## config.mk

```make
export PLATFORM = sky130hd
export DESIGN_NAME = ttr_core
export DESIGN_NICKNAME = d
export VERILOG_FILES = /design/src/core/ttr_pkg.sv /design/src/core/ttr_core.sv /design/src/core/ttr_tick.sv
export SDC_FILE = /design/constraint.sdc
export NUM_CORES = 1
export LEC_CHECK = 0
export BUFFER_PORTS_ARGS = -buffer_cell sky130_fd_sc_hd__buf_2
export CAP_MARGIN = 10
export CORE_UTILIZATION = 55
export CTS_CLUSTER_DIAMETER = 120
export DETAILED_ROUTE_END_ITERATION = 10
export GPL_ROUTABILITY_DRIVEN = 0
export PLACE_DENSITY = 0.68
export SLEW_MARGIN = 25
export SYNTH_ARGS = -nofsm -noshare
export SYNTH_HDL_FRONTEND = slang
export SYNTH_HIERARCHICAL = 1
export SYNTH_SLANG_ARGS = --single-unit
```

## constraint.sdc

```tcl
create_clock -name CLK_IN -period 11.2 [get_ports CLK_IN]
set_clock_uncertainty 0.1 [all_clocks]
set_input_delay 0.56 -clock CLK_IN [delete_from_list [all_inputs] [get_ports CLK_IN]]
set_output_delay 0.56 -clock CLK_IN [all_outputs]
set_load 0.01 [all_outputs]
```

## src/core/ttr_pkg.sv

```systemverilog
// turn-on timing and timeout-retry package: command codes, field layout,
// reset values and timing constants shared by the sequencer files.
// assumes a 50 MHz device clock that is also the switching clock.
package ttr_pkg;
  // command codes of the configuration registers and of the read-only status word
  localparam logic [7:0] CMD_VIN_UV  = 8'h58;
  localparam logic [7:0] CMD_TON_DLY = 8'h60;
  localparam logic [7:0] CMD_TON_RSE = 8'h61;
  localparam logic [7:0] CMD_TON_LIM = 8'h62;
  localparam logic [7:0] CMD_TON_RSP = 8'h63;
  localparam logic [7:0] CMD_SEQ_STS = 8'hd0;
  // reset values
  localparam logic [15:0] RST_VIN_UV  = 16'h0000;
  localparam logic [15:0] RST_TON_DLY = 16'h0000;
  localparam logic [15:0] RST_TON_RSE = 16'h0000;
  localparam logic [15:0] RST_TON_LIM = 16'h0000;
  localparam logic [7:0]  RST_TON_RSP = 8'h00;
  // response byte fields
  localparam int RSP_MODE_HI = 7;
  localparam int RSP_MODE_LO = 6;
  localparam int RSP_RTRY_HI = 5;
  localparam int RSP_RTRY_LO = 3;
  localparam int RSP_TIME_HI = 2;
  localparam int RSP_TIME_LO = 0;
  localparam logic [1:0] MODE_IGNORE = 2'h0;
  localparam logic [1:0] MODE_DEFER  = 2'h1;
  localparam logic [2:0] RTRY_LATCH  = 3'h0;
  localparam logic [2:0] RTRY_FOREVR = 3'h7;
  // timing: every ms timer steps in quarter milliseconds
  localparam int CLK_NS     = 20;
  localparam int QUARTER_NS = 250000;
  localparam int TICK_CYC   = QUARTER_NS / CLK_NS;
  localparam logic [15:0] RISE_MIN_Q = 16'h0002;
  localparam logic [15:0] RISE_MAX_Q = 16'h007f;
  localparam logic [15:0] LIM_MAX_Q  = 16'h01fc;
  // linear format: value scale shift for quarter ms and for volts
  localparam int SH_QMS = 2;
  localparam int SH_VLT = 10;

  typedef enum logic [2:0] {
    S_IDLE   = 3'b000,
    S_DELAY  = 3'b001,
    S_RAMP   = 3'b010,
    S_ON     = 3'b011,
    S_RESTART_INTERVAL = 3'b100,
    S_LATCH  = 3'b101
  } ttr_state_t;

  typedef struct packed {
    logic [15:0] vin_uv;
    logic [15:0] ton_dly;
    logic [15:0] ton_rse;
    logic [15:0] ton_lim;
    logic [7:0]  ton_rsp;
  } ttr_cfg_t;

  // linear value (5-bit exponent, 11-bit mantissa) scaled by 2**sh
  function automatic logic [31:0] ttr_lin(input logic [15:0] l,
                                          input int sh);
    int e;
    logic [31:0] m;
    e = int'($signed(l[15:11])) + sh;
    m = l[10] ? 32'h0 : {21'h0, l[10:0]};
    if (e > 20) return 32'hffffffff;
    if (e >= 0) return m << e;
    if (e < -11) return 32'h0;
    return m >> (-e);
  endfunction : ttr_lin

  function automatic logic [15:0] ttr_sat(input logic [31:0] v);
    return (v > 32'h0000ffff) ? 16'hffff : v[15:0];
  endfunction : ttr_sat
endpackage : ttr_pkg

```

## src/core/ttr_core.sv

```systemverilog
// turn-on sequencer: delay, ramp, turn-on timeout and retry engine,
// with the configuration registers reached by command code.
// assumes command strobes and measured input come from logic on CLK_IN;
// START_IN and VOUT_GOOD_IN are pins and are synchronised here.
`timescale 1ns/1ns
module ttr_core #(
  parameter int TICK_CYC = ttr_pkg::TICK_CYC
) (
  // clock and reset
  input  wire logic        CLK_IN,
  input  wire logic        RSTN_IN,
  // sequencing pins and measurement
  input  wire logic        START_IN,
  input  wire logic        VOUT_GOOD_IN,
  input  wire logic [15:0] VIN_MEAS_IN,
  input  wire logic        CLR_FAULT_IN,
  // command port
  input  wire logic        CMD_WR_IN,
  input  wire logic [7:0]  CMD_CODE_IN,
  input  wire logic [15:0] CMD_DATA_IN,
  input  wire logic [7:0]  CMD_RD_CODE_IN,
  output logic      [15:0] RD_DATA_OUT,
  // power stage and status
  output logic             OUT_EN_OUT,
  output logic             RAMP_OUT,
  output logic             ALERT_N_OUT,
  output logic             TON_FAULT_OUT,
  output logic             UV_WARN_OUT
);
  ttr_pkg::ttr_cfg_t   cfg;
  ttr_pkg::ttr_cfg_t   next_cfg;
  ttr_pkg::ttr_state_t state;
  ttr_pkg::ttr_state_t next_state;

  logic [1:0]  start_sy;
  logic [1:0]  good_sy;
  logic        start;
  logic        good;
  logic [15:0] q_cnt;
  logic [15:0] next_q_cnt;
  logic [2:0]  sd_cnt;
  logic [2:0]  next_sd_cnt;
  logic        pend;
  logic        next_pend;
  logic [2:0]  rcnt;
  logic [2:0]  next_rcnt;
  logic        ton_flt;
  logic        next_ton_flt;
  logic        uv_flt;
  logic        next_uv_flt;
  logic        hit;
  logic        next_hit;
  logic [15:0] rd;
  logic [15:0] next_rd;
  logic        tick;
  logic        tmo;
  logic        fail;
  logic [15:0] dly_q;
  logic [15:0] rise_q;
  logic [15:0] lim_q;
  logic [15:0] hic_q;
  logic [1:0]  mode;
  logic [2:0]  rtry;
  logic [2:0]  tcode;

  // shutdown delay in switching-clock periods
  function automatic logic [2:0] sd_cycles(input logic [2:0] c);
    if (c >= 3'h5) return 3'h7;
    if (c >= 3'h2) return 3'h3;
    return 3'h1;
  endfunction : sd_cycles

  // pins pass two flops before use
  always_ff @(posedge CLK_IN or negedge RSTN_IN) begin
    if (!RSTN_IN) begin
      start_sy <= 2'h0;
      good_sy  <= 2'h0;
    end else begin
      start_sy <= {start_sy[0], START_IN};
      good_sy  <= {good_sy[0], VOUT_GOOD_IN};
    end
  end
  assign start = start_sy[1];
  assign good  = good_sy[1];

  // register file
  always_comb begin
    next_cfg = cfg;
    if (CMD_WR_IN) begin
      unique case (CMD_CODE_IN)
        ttr_pkg::CMD_VIN_UV:  next_cfg.vin_uv  = CMD_DATA_IN;
        ttr_pkg::CMD_TON_DLY: next_cfg.ton_dly = CMD_DATA_IN;
        ttr_pkg::CMD_TON_RSE: next_cfg.ton_rse = CMD_DATA_IN;
        ttr_pkg::CMD_TON_LIM: next_cfg.ton_lim = CMD_DATA_IN;
        ttr_pkg::CMD_TON_RSP: next_cfg.ton_rsp = CMD_DATA_IN[7:0];
        default: next_cfg = cfg;
      endcase
    end
    unique case (CMD_RD_CODE_IN)
      ttr_pkg::CMD_VIN_UV:  next_rd = cfg.vin_uv;
      ttr_pkg::CMD_TON_DLY: next_rd = cfg.ton_dly;
      ttr_pkg::CMD_TON_RSE: next_rd = cfg.ton_rse;
      ttr_pkg::CMD_TON_LIM: next_rd = cfg.ton_lim;
      ttr_pkg::CMD_TON_RSP: next_rd = {8'h00, cfg.ton_rsp};
      ttr_pkg::CMD_SEQ_STS:
        next_rd = {5'h00, rcnt, pend, state, uv_flt, ton_flt, good, start};
      default: next_rd = 16'h0000;
    endcase
  end

  always_ff @(posedge CLK_IN or negedge RSTN_IN) begin
    if (!RSTN_IN) begin
      cfg <= '{ttr_pkg::RST_VIN_UV, ttr_pkg::RST_TON_DLY,
               ttr_pkg::RST_TON_RSE, ttr_pkg::RST_TON_LIM,
               ttr_pkg::RST_TON_RSP};
      rd  <= 16'h0000;
    end else begin
      cfg <= next_cfg;
      rd  <= next_rd;
    end
  end
  assign RD_DATA_OUT = rd;

  // decoded timing, all in quarter ms
  always_comb begin
    logic [15:0] r;
    logic [15:0] l;
    r = ttr_pkg::ttr_sat(ttr_pkg::ttr_lin(cfg.ton_rse, ttr_pkg::SH_QMS));
    l = ttr_pkg::ttr_sat(ttr_pkg::ttr_lin(cfg.ton_lim, ttr_pkg::SH_QMS));
    dly_q = ttr_pkg::ttr_sat(ttr_pkg::ttr_lin(cfg.ton_dly, ttr_pkg::SH_QMS));
    if (r < ttr_pkg::RISE_MIN_Q) rise_q = ttr_pkg::RISE_MIN_Q;
    else if (r > ttr_pkg::RISE_MAX_Q) rise_q = ttr_pkg::RISE_MAX_Q;
    else rise_q = r;
    lim_q = (l > ttr_pkg::LIM_MAX_Q) ? ttr_pkg::LIM_MAX_Q : l;
    mode  = cfg.ton_rsp[ttr_pkg::RSP_MODE_HI:ttr_pkg::RSP_MODE_LO];
    rtry  = cfg.ton_rsp[ttr_pkg::RSP_RTRY_HI:ttr_pkg::RSP_RTRY_LO];
    tcode = cfg.ton_rsp[ttr_pkg::RSP_TIME_HI:ttr_pkg::RSP_TIME_LO];
    hic_q = 16'((tcode == 3'h0 ? 16'h1 : {13'h0, tcode}) * rise_q);
  end

  ttr_tick #(.TICK_CYC(TICK_CYC)) u_tick (
    .clk_in     (CLK_IN),
    .rstn_in    (RSTN_IN),
    .restart_in (next_state != state),
    .tick_out   (tick)
  );

  assign tmo = (state == ttr_pkg::S_RAMP) && !hit && !good &&
               (lim_q != 16'h0) && (q_cnt >= lim_q);

  // sequencer
  always_comb begin
    next_state   = state;
    next_q_cnt   = (tick && q_cnt != 16'hffff) ? q_cnt + 16'h1 : q_cnt;
    next_sd_cnt  = sd_cnt;
    next_pend    = pend;
    next_rcnt    = rcnt;
    next_hit     = hit | tmo;
    fail         = 1'b0;
    next_uv_flt  = (uv_flt && !CLR_FAULT_IN) ||
                   (ttr_pkg::ttr_lin(VIN_MEAS_IN, ttr_pkg::SH_VLT) <
                    ttr_pkg::ttr_lin(cfg.vin_uv, ttr_pkg::SH_VLT));
    next_ton_flt = (ton_flt && !CLR_FAULT_IN) || tmo;
    if (tmo) begin
      if (mode == ttr_pkg::MODE_DEFER) begin
        next_pend   = 1'b1;
        next_sd_cnt = sd_cycles(tcode) - 3'h1;
      end else if (mode != ttr_pkg::MODE_IGNORE) begin
        fail = 1'b1;
      end
    end else if (pend) begin
      next_sd_cnt = sd_cnt - 3'h1;
      if (sd_cnt == 3'h0) begin
        next_pend = 1'b0;
        fail = !good;
      end
    end
    unique case (state)
      ttr_pkg::S_IDLE: begin
        if (start) next_state = ttr_pkg::S_DELAY;
      end
      ttr_pkg::S_DELAY: begin
        if (q_cnt >= dly_q) next_state = ttr_pkg::S_RAMP;
      end
      ttr_pkg::S_RAMP: begin
        if (fail) begin
          next_pend = 1'b0;
          if (rtry == ttr_pkg::RTRY_LATCH) next_state = ttr_pkg::S_LATCH;
          else if (rtry == ttr_pkg::RTRY_FOREVR || rcnt < rtry) begin
            next_state = ttr_pkg::S_RESTART_INTERVAL;
            if (rtry != ttr_pkg::RTRY_FOREVR) next_rcnt = rcnt + 3'h1;
          end else next_state = ttr_pkg::S_LATCH;
        end else if (good && q_cnt >= rise_q && !pend) begin
          next_state = ttr_pkg::S_ON;
        end
      end
      ttr_pkg::S_ON: begin
        next_rcnt = 3'h0;
      end
      ttr_pkg::S_RESTART_INTERVAL: begin
        if (q_cnt >= hic_q) next_state = ttr_pkg::S_RAMP;
      end
      ttr_pkg::S_LATCH: begin
        if (CLR_FAULT_IN) next_state = ttr_pkg::S_IDLE;
      end
      default: next_state = ttr_pkg::S_IDLE;
    endcase
    if (!start && state != ttr_pkg::S_LATCH) begin
      next_state = ttr_pkg::S_IDLE;
      next_rcnt  = 3'h0;
      next_pend  = 1'b0;
    end
    if (next_state != state) begin
      next_q_cnt = 16'h0;
      next_hit   = 1'b0;
    end
  end

  always_ff @(posedge CLK_IN or negedge RSTN_IN) begin
    if (!RSTN_IN) begin
      state   <= ttr_pkg::S_IDLE;
      q_cnt   <= 16'h0;
      sd_cnt  <= 3'h0;
      pend    <= 1'b0;
      rcnt    <= 3'h0;
      ton_flt <= 1'b0;
      uv_flt  <= 1'b0;
      hit     <= 1'b0;
    end else begin
      state   <= next_state;
      q_cnt   <= next_q_cnt;
      sd_cnt  <= next_sd_cnt;
      pend    <= next_pend;
      rcnt    <= next_rcnt;
      ton_flt <= next_ton_flt;
      uv_flt  <= next_uv_flt;
      hit     <= next_hit;
    end
  end

  assign OUT_EN_OUT    = (state == ttr_pkg::S_RAMP) ||
                         (state == ttr_pkg::S_ON);
  assign RAMP_OUT      = (state == ttr_pkg::S_RAMP) && (q_cnt < rise_q);
  assign ALERT_N_OUT   = !(ton_flt || uv_flt);
  assign TON_FAULT_OUT = ton_flt;
  assign UV_WARN_OUT   = uv_flt;
endmodule : ttr_core

```

## src/core/ttr_tick.sv

```systemverilog
// quarter millisecond tick generator with restart.
// assumes restart comes from logic on the same clock.
`timescale 1ns/1ns
module ttr_tick #(
  parameter int TICK_CYC = ttr_pkg::TICK_CYC
) (
  input  wire logic clk_in,
  input  wire logic rstn_in,
  input  wire logic restart_in,
  output logic      tick_out
);
  localparam int W = $clog2(TICK_CYC + 1);
  localparam logic [W-1:0] TOP = W'(TICK_CYC - 1);

  logic [W-1:0] cnt;
  logic [W-1:0] next_cnt;

  always_comb begin
    if (restart_in || cnt == '0) next_cnt = TOP;
    else next_cnt = cnt - W'(1);
  end

  always_ff @(posedge clk_in or negedge rstn_in) begin
    if (!rstn_in) cnt <= TOP;
    else cnt <= next_cnt;
  end

  // restart realigns so a timer started now sees a full first tick
  assign tick_out = (cnt == '0) && !restart_in;
endmodule : ttr_tick

```

==> flow_metrics.env, run 1 <==
export IMPL_rsz0062_at_grt="no"
export IMPL_place_area_sq_um=17400
export IMPL_critPathLaunchType="flip-flop"
export IMPL_die_area_sq_um=31100
export IMPL_critical_path_class="reg2reg"
export IMPL_fin_nets=2301
export IMPL_clockBufferDepth=2
export IMPL_slowest_delay_ns=0.61
export IMPL_path_clk_slew_ns=0.07
export IMPL_drive_gt1_frac=0.147
export IMPL_dr_first_iter_drc_count=1760
export IMPL_layout_min_cycle_time_ns=9.96
export IMPL_grt_met2_usage=0.548
export IMPL_maxCapViolCount=0
export IMPL_synth_enable_flop_cells=0
export IMPL_endpoint_kind="flip-flop"
export IMPL_area_delta_synth_final_pct=7.93
export IMPL_synthMuxAreaShare=0.144
export IMPL_place_detailed_hpwl_um=40400
export IMPL_hp_class="in2async"
export IMPL_post_cts_buffers=0
export IMPL_insertion_delay_ns=0.44
export IMPL_via_per_inst=6.60
export IMPL_synth_cells=2037
export IMPL_synth_area_per_cell_sq_um=8.21
export IMPL_drt_wl_total_um=53000
export IMPL_status="completed"
export IMPL_port_buffers=74
export IMPL_synth_top_family_by_area="simple AND/OR/NAND/NOR gates"
export IMPL_grt_use_met3=0.0752
export IMPL_synth_ff_type="dfrtp_1"
export IMPL_htree_levels=4
export IMPL_dieWidth_um=176
export IMPL_worst_pin_slew_ns=1.07
export IMPL_synth_area_top_cells="dfrtp_1 19%, ha_1 12%, mux2_2 6.4%"
export IMPL_drv_slew=0
export IMPL_r2r_setup_slack_ns=1.24
export IMPL_post_route_period_util=0.889
export IMPL_core_rowCount=63
export IMPL_antenna_found_initial=3
export IMPL_cts_made_buffers=17
export IMPL_async_flop_share=1.00
export IMPL_grt_usage=0.343
export IMPL_grt_max_degree=76
export IMPL_required_ns=11.40
export IMPL_final_cell_count_no_fill=2477
export IMPL_ant_nets=0
export IMPL_p_leak_nw=7.83
export IMPL_coreArea_sq_um=29800
export IMPL_vias=16342
export IMPL_syn_area_sq_um=16700
export IMPL_yosysUniqueCellTypes=101
export IMPL_critical_path_max_fanout=18
export IMPL_hold_viol_final=0
export IMPL_die_h_um=176
export IMPL_yosys_area_top_type_share=0.191
export IMPL_synth_xor_xnor_area_share=0.0357
export IMPL_design_area_sq_um=18100
export IMPL_start_util=0.562
export IMPL_tritoncts="yes"
export IMPL_synth_seq_cells=135
export IMPL_drc_errors=0
export IMPL_slew_headroom=0.284
export IMPL_ys_warn_count=6
export IMPL_hold_buffers=0
export IMPL_synth_compound_area_share=0.216
export IMPL_fillers=2719
export IMPL_ioPinCount=75
export IMPL_cts_resized=0
export IMPL_ys_seq_area_frac=0.202
export IMPL_cts_root_buf="clkbuf_16"
export IMPL_top_usage_layer="met2"
export IMPL_synth_area_leader_cell="dfrtp_1"
export IMPL_peakVddDrop_mv=0.135
export IMPL_finalSetupTns_ns=0
export IMPL_power_density_nw_per_um2=106
export IMPL_use_met1=0.449
export IMPL_max_freq_mhz=100
export IMPL_wl_per_cell_um=21.4
export IMPL_setup_viol=0
export IMPL_cts_sinks=135
export IMPL_dp_cells=2442
export IMPL_fin_ws_ns=1.24
export IMPL_grt_overflow=0
export IMPL_first_pass_iters=6
export IMPL_grt_pass1_wl_um=83700
export IMPL_yosys_area_share_adder=0.136
export IMPL_cp_arrival_ns=10.16
export IMPL_synthSimpleGateAreaFrac=0.218
export IMPL_place_ws_ns=1.47
export IMPL_grt_pass1_vias=15395
export IMPL_cp_slowest_cell="xnor2_1"
cell usage in the layout (no fill, tap or decap), types with 13 or more instances in the layout:
cell,instances
a211oi_1,28
a21o_1,26
a21oi_1,138
a22oi_1,50
a31oi_1,22
and2_1,18
and3_1,15
buf_2,73
buf_4,16
clkbuf_16,17
conb_1,37
dfrtp_1,128
fa_1,14
ha_1,160
inv_1,78
mux2_2,95
mux2i_1,63
mux4_2,30
nand2_1,222
nand2b_1,40
nand3_1,66
nand4_1,25
nor2_1,163
nor2b_1,40
nor3_1,44
nor4_1,16
o21ai_0,116
o22ai_1,23
o31ai_1,15
or2_2,13
xnor2_1,35
xor2_1,30
registers in the layout, indices dropped and copies added, names as in the netlist:
register       cells
cfg               72
RD_DATA_OUT       16
q_cnt             16
u_tick/cnt        14
rcnt               3
sd_cnt             3
state              3
good_sy            2
start_sy           2
TON_FAULT_OUT      1
UV_WARN_OUT        1
hit                1
pend               1
report_power, final:
| group | internal [W] | switching [W] | leakage (nW) |
|---|---|---|---|
| sequential | 0.000517 | 0.0000650 | 1.83 |
| combinational | 0.000289 | 0.000449 | 5.70 |
| clock | 0.000361 | 0.000242 | 0.299 |
| total | 0.00117 | 0.000755 | 7.83 |
final timing paths:
| path | from | endpoint | depth (start not counted) |
|---|---|---|---|
| max reg2reg | cfg[37] | q_cnt[8] | 45 |
| max in group asynchronous | RSTN_IN | cfg[71] | 2 |
| min reg2reg | good_sy[0] | good_sy[1] | 0 |
| max | cfg[37] | q_cnt[8] | 45 |
| min in group CLK_IN | VOUT_GOOD_IN | good_sy[0] | 1 |
| min | RSTN_IN | u_tick/cnt[9] | 1 |
worst max-delay path: cells and delay by family, from the launching register on:
kind,cells,cell delay (ns)
AND/OR/NAND/NOR,20,3.86
AO/OA/AOI/OAI,16,2.83
adder cells (fa/ha/maj),5,1.48
XOR/XNOR,3,0.97
flip-flops,1,0.45
buffers and inverters,1,0.09
per-stage QoR:
stage	util	hold WS (ns)	power, W
4_1_cts	0.605	0.0764	0.00191
3_5_place_dp	0.584	0.236	0.00130
2_1_floorplan	-	0.164	0.00111
5_1_grt	0.606	0.0789	0.00204
3_3_place_gp	0.584	0.233	0.00128
6_report	0.606	0.0363	0.00192
cell usage after synthesis, types with 22 or more instances:
master / instances
mux2i_1: 63
mux4_2: 30
mux2_2: 95
dfrtp_1: 128
o21ai_0: 116
inv_1: 78
nor2_1: 163
nor3_1: 44
clkbuf_1: 83
a22oi_1: 50
nand3_1: 66
o22ai_1: 23
xnor2_1: 35
ha_1: 160
nand2b_1: 40
a21oi_1: 138
nand4_1: 25
a21o_1: 26
xor2_1: 30
a211oi_1: 28
a31oi_1: 22
nand2_1: 222
nor2b_1: 40
routing by layer:
| layer | wire length, um | vias to the layer above |
|---|---|---|
| met5 | 27 | - |
| met4 | 1920 | 4 |
| met3 | 4800 | 129 |
| met2 | 23700 | 799 |
| met1 | 22600 | 7779 |
| li1 | - | 7631 |
area by class of cell:
class | instances | area (sq um) | area share
flip-flops and latches | 135 | 3390 | 0.188
clock buffers | 18 | 439 | 0.0243
clock inverters | 14 | 184 | 0.0102
diodes | 1 | 2.50 | 0.000139
well taps | 390 | 488 | 0.0270
multi-input cells | 1743 | 12700 | 0.704
inverters | 84 | 315 | 0.0175
repair buffers | 92 | 527 | 0.0292
cell families (layout without fill, tap and decap cells):
group / after synthesis / after routing
compound gates: 544 / 544
buf+inv: 195 / 208
flops: 135 / 135
other cells: 1 / 38
xor+xnor: 66 / 66
fa+ha+maj: 174 / 174
simple gates: 732 / 732
mux: 190 / 190
Note: power is estimated with default switching activity, not from simulation.
==> run 2, diff against run 1 <==
- SYNTH_HIERARCHICAL: 1 -> unset
==> flow_metrics.env, run 2 <==
export IMPL_synth_ff_type="dfrtp_1"
export IMPL_slowest_delay_ns=0.66
export IMPL_cts_made_buffers=17
export IMPL_worst_pin_slew_ns=0.993
export IMPL_place_area_sq_um=17500
export IMPL_fin_util=0.607
export IMPL_drt_wl_total_um=52100
export IMPL_htree_levels=4
export IMPL_cp_slowest_cell="nor4_1"
export IMPL_start_util=0.564
export IMPL_hold_worst_slack_ns=0.0670
export IMPL_die_h_um=177
export IMPL_vias=16565
export IMPL_synthTopCellsByCount="221 x nand2_1, 161 x nor2_1, 160 x ha_1, 141 x a21oi_1, 128 x dfrtp_1"
export IMPL_layout_min_cycle_time_ns=9.54
export IMPL_synth_cells=2069
export IMPL_grt_overflow=0
export IMPL_finalSetupTns_ns=0
export IMPL_drc_errors=0
export IMPL_hold_viol_final=0
export IMPL_endpoint_kind="flip-flop"
export IMPL_insertion_delay_ns=0.45
export IMPL_synth_area_leader_cell="dfrtp_1"
export IMPL_antenna_found_initial=1
export IMPL_grt_max_degree=74
export IMPL_synth_seq_cells=135
export IMPL_drv_slew=0
export IMPL_synth_enable_flop_cells=0
export IMPL_port_buffers=74
export IMPL_critPathLaunchType="flip-flop"
export IMPL_syn_area_sq_um=16900
export IMPL_cts_root_buf="clkbuf_16"
export IMPL_required_ns=11.43
export IMPL_core_rowCount=63
export IMPL_async_flop_share=1.00
export IMPL_critical_path_class="reg2reg"
export IMPL_tritoncts="yes"
export IMPL_dieWidth_um=177
export IMPL_via_per_inst=6.62
export IMPL_synth_most_common_cell="nand2_1"
export IMPL_power_density_nw_per_um2=104
export IMPL_peakVddDrop_mv=0.118
export IMPL_hold_buffers=0
export IMPL_final_cell_mix="221 x nand2_1, 161 x nor2_1, 160 x ha_1"
export IMPL_synth_area_per_cell_sq_um=8.16
export IMPL_p_leak_nw=7.97
export IMPL_largest_register_ff_count=72
export IMPL_clockBufferDepth=2
export IMPL_grt_pass1_vias=15586
export IMPL_path_clk_slew_ns=0.07
export IMPL_ys_warn_count=0
export IMPL_area_delta_synth_final_pct=7.62
export IMPL_wl_per_cell_um=20.8
export IMPL_die_area_sq_um=31400
export IMPL_yosysUniqueCellTypes=96
export IMPL_post_cts_buffers=0
export IMPL_cts_resized=0
export IMPL_slew_headroom=0.324
export IMPL_design_area_sq_um=18200
export IMPL_setup_viol=0
export IMPL_first_pass_iters=6
export IMPL_ioPinCount=75
export IMPL_ant_nets=0
export IMPL_dr_first_iter_drc_count=1703
export IMPL_post_route_period_util=0.852
export IMPL_grt_pass1_wl_um=82900
export IMPL_ys_seq_area_frac=0.201
export IMPL_cp_arrival_ns=9.77
export IMPL_grt_usage=0.338
export IMPL_critical_path_max_fanout=23
export IMPL_cts_sinks=135
export IMPL_max_freq_mhz=105
export IMPL_maxCapViolCount=0
export IMPL_layout_commonest_cell="nand2_1"
export IMPL_synth_area_top_cells="dfrtp_1 19%, ha_1 12%, mux2_2 7.3%"
export IMPL_yosys_area_top_type_share=0.190
export IMPL_coreArea_sq_um=30000
export IMPL_status="completed"
export IMPL_hp_class="in2async"
export IMPL_max_flop_register="cfg"
export IMPL_fin_nets=2327
export IMPL_place_detailed_hpwl_um=39700
export IMPL_drive_gt1_frac=0.148
export IMPL_rsz0062_at_grt="no"
## run 2: cell types whose count changed after synthesis, sizes merged, moves of 7 or more
cell	before	now
a2111oi	6	14
a22oi	50	26
inv	78	95
mux2	97	112
mux2i	63	70
nand2b	40	29
nand3	66	80
nor2b	40	27
nor3	56	89
nor4	19	28
o211ai	10	27
o21ai	116	89
## run 2: report_power, final
group	switching (W)	leakage, nW	internal [W]
logic	0.000440	5.85	0.000267
registers	0.0000544	1.83	0.000511
clock network	0.000254	0.292	0.000357
total	0.000749	7.97	0.00113
## run 2: layer usage
metal  part of all wire  wire length [um]  GRT usage  vias up
met1               0.43             22300      0.450     7909
met2               0.46             23800      0.538      770
met5                  0                 0          0        -
met3              0.075              3900     0.0515      133
met4              0.040              2070      0.150        0
li1                   -                 -          -     7753
## run 2: worst paths after layout
kind                                    from              to  slack [ns]  cells after the start
min in group CLK_IN             VOUT_GOOD_IN      good_sy[0]        0.12                      1
worst min-delay path                 RSTN_IN  RD_DATA_OUT[3]        0.07                      1
worst max-delay path                 cfg[36]        q_cnt[0]        1.66                     36
worst max register to register       cfg[36]        q_cnt[0]        1.66                     36
worst min register to register    good_sy[0]      good_sy[1]        0.25                      0
max in group asynchronous            RSTN_IN         cfg[14]        9.59                      2
## run 2: area by class of cell
cell class | instances | area [sq um]
Multi-Input combinational cell | 1758 | 12800
Fill cell | 2743 | 11800
Sequential cell | 135 | 3390
Tap cell | 390 | 488
Timing Repair Buffer | 88 | 482
Clock buffer | 18 | 429
Inverter | 99 | 372
Clock inverter | 14 | 188
Antenna cell | 1 | 2.50
## run 2: critical path, delay by kind of cell, from the launching register on
kind / cells / cell delay, ns
AOI/OAI and AO/OA: 14 / 3.22
and+or+nand+nor: 14 / 3.49
DFF: 1 / 0.61
xor gates and xnor gates: 1 / 0.16
buffers and inverters: 2 / 0.35
adders and majority gates: 5 / 1.49
## run 2: cell families (layout without fill, tap and decap cells)
logic type / count (synthesis) / in the layout / share of synthesized area
XOR/XNOR: 63 / 63 / 0.0331
adder cells (fa/ha/maj): 174 / 174 / 0.135
other: 1 / 38 / 0.000222
AND/OR/NAND/NOR: 761 / 761 / 0.227
AO/OA/AOI/OAI: 517 / 517 / 0.204
flip-flops: 135 / 135 / 0.201
multiplexers: 206 / 206 / 0.149
buffers and inverters: 212 / 219 / 0.0511
## run 2: per-stage QoR
stage                     instances  power [W]  worst slack, ns
after CTS                      2502    0.00187             1.93
after floorplan                2105    0.00108             3.99
after global placement         2470    0.00124             2.70
after detailed placement       2470    0.00126             2.07
final                          2503    0.00188             1.66
after global routing           2502    0.00199            0.945
==> run 3, diff against run 2 <==
- CTS_BUF_LIST: unset -> sky130_fd_sc_hd__clkbuf_8
==> flow_metrics.env, run 3 (synthesis results as in run 2) <==
export IMPL_insertion_delay_ns=0.51
export IMPL_hp_class="in2async"
export IMPL_required_ns=11.48
export IMPL_netSwitchingPower_w=0.000731
export IMPL_port_buffers=74
export IMPL_vias=16617
export IMPL_place_area_sq_um=17500
export IMPL_critical_path_max_fanout=23
export IMPL_fin_nets=2327
export IMPL_grt_overflow=0
export IMPL_layout_min_cycle_time_ns=9.53
export IMPL_cts_made_buffers=17
export IMPL_cp_slowest_cell="nor4_1"
export IMPL_setup_viol=0
export IMPL_reg2reg_from="cfg[36]"
export IMPL_fillers=2778
export IMPL_start_util=0.564
export IMPL_drv_slew=0
export IMPL_drc_errors=0
export IMPL_grt_usage=0.337
export IMPL_max_flop_register="cfg"
export IMPL_hold_buffers=0
export IMPL_worst_pin_slew_ns=0.979
export IMPL_core_rowCount=63
export IMPL_p_leak_nw=7.89
export IMPL_r2r_end="q_cnt[0]"
export IMPL_cp_arrival_ns=9.81
export IMPL_place_detailed_hpwl_um=39700
export IMPL_critical_path_class="reg2reg"
export IMPL_post_cts_buffers=0
export IMPL_htree_levels=4
export IMPL_ant_nets=0
export IMPL_via_per_inst=6.64
export IMPL_pwr_share_clk=0.266
export IMPL_cts_root_buf="clkbuf_8"
export IMPL_slew_headroom=0.333
export IMPL_slowest_delay_ns=0.68
export IMPL_final_cell_mix="221 x nand2_1, 161 x nor2_1, 160 x ha_1"
export IMPL_dr_first_iter_drc_count=1839
export IMPL_layout_commonest_cell="nand2_1"
export IMPL_die_h_um=177
export IMPL_drt_wl_total_um=52000
export IMPL_clockBufferDepth=2
export IMPL_path_clk_slew_ns=0.09
export IMPL_p_sw_frac=0.421
export IMPL_status="completed"
export IMPL_p_int_w=0.00100
export IMPL_drive_gt1_frac=0.148
export IMPL_r2r_setup_slack_ns=1.67
export IMPL_dieWidth_um=177
export IMPL_cts_resized=0
export IMPL_cts_sinks=135
export IMPL_largest_register_ff_count=72
export IMPL_hold_viol_final=0
export IMPL_place_ws_ns=2.07
export IMPL_power_density_nw_per_um2=96.4
export IMPL_max_freq_mhz=105
export IMPL_comb_power_share=0.408
export IMPL_design_area_sq_um=18000
export IMPL_wl_per_cell_um=20.8
export IMPL_coreArea_sq_um=30000
export IMPL_critPathLaunchType="flip-flop"
export IMPL_fin_ws_ns=1.67
export IMPL_tritoncts="yes"
export IMPL_ioPinCount=75
export IMPL_first_pass_iters=8
export IMPL_peakVddDrop_mv=0.0955
export IMPL_post_route_period_util=0.851
export IMPL_hold_worst_slack_ns=0.00786
export IMPL_maxCapViolCount=0
export IMPL_finalSetupTns_ns=0
export IMPL_r2r_cells=36
export IMPL_grt_pass1_wl_um=82700
export IMPL_antenna_found_initial=2
export IMPL_grt_max_degree=74
export IMPL_endpoint_kind="flip-flop"
export IMPL_area_delta_synth_final_pct=6.49
export IMPL_grt_pass1_vias=15525
export IMPL_rsz0062_at_grt="no"
export IMPL_pwr_share_seq=0.326
export IMPL_die_area_sq_um=31400
[run 3: how the worst max path moves through the flow]
stage | startpoint | cells after the start | to
2_1_floorplan | cfg[36] | 38 | u_tick.cnt[3]
3_3_place_gp | cfg[36] | 34 | q_cnt[0]
3_5_place_dp | cfg[36] | 36 | q_cnt[0]
4_1_cts | cfg[36] | 36 | q_cnt[0]
5_1_grt | cfg[36] | 35 | q_cnt[0]
6_report | cfg[36] | 36 | q_cnt[0]
[run 3: critical path: cells and delay by family, from the launching register on]
family / cells / cell delay (ns)
XOR/XNOR: 1 / 0.16
adder cells (fa/ha/maj): 5 / 1.48
buffers and inverters: 2 / 0.32
AO/OA/AOI/OAI: 14 / 3.19
flip-flops: 1 / 0.63
AND/OR/NAND/NOR: 14 / 3.55
[run 3: final cells by class]
cell class	instances	area [sq um]	area share
Clock inverter	15	191	0.0106
Tap cell	390	488	0.0271
Inverter	99	372	0.0207
Timing Repair Buffer	88	482	0.0268
Clock buffer	17	234	0.0130
Sequential cell	135	3390	0.188
Antenna cell	1	2.50	0.000139
Multi-Input combinational cell	1758	12800	0.713
[run 3: routing by layer]
| metal | vias up | global-route usage | wire length [um] |
|---|---|---|---|
| met5 | - | 0 | 0 |
| met4 | 0 | 0.144 | 2210 |
| met3 | 158 | 0.0477 | 3830 |
| met2 | 779 | 0.541 | 23700 |
| met1 | 7920 | 0.450 | 22300 |
| li1 | 7760 | - | - |
[run 3: per-stage QoR]
step            util  cells  total power, W
2_1_floorplan      -   2105         0.00108
3_3_place_gp   0.585   2470         0.00124
3_5_place_dp   0.585   2470         0.00126
4_1_cts        0.599   2502         0.00172
5_1_grt        0.600   2502         0.00184
6_report       0.600   2503         0.00173
[run 3: power by group through the flow]
stage,Combinational (W),Clock (W),Sequential [W]
finish,0.000707,0.000461,0.000565
global route,0.000791,0.000481,0.000568
CTS,0.000691,0.000465,0.000562
detailed placement,0.000688,0,0.000572
global placement,0.000668,0,0.000570
floorplan,0.000545,0,0.000537
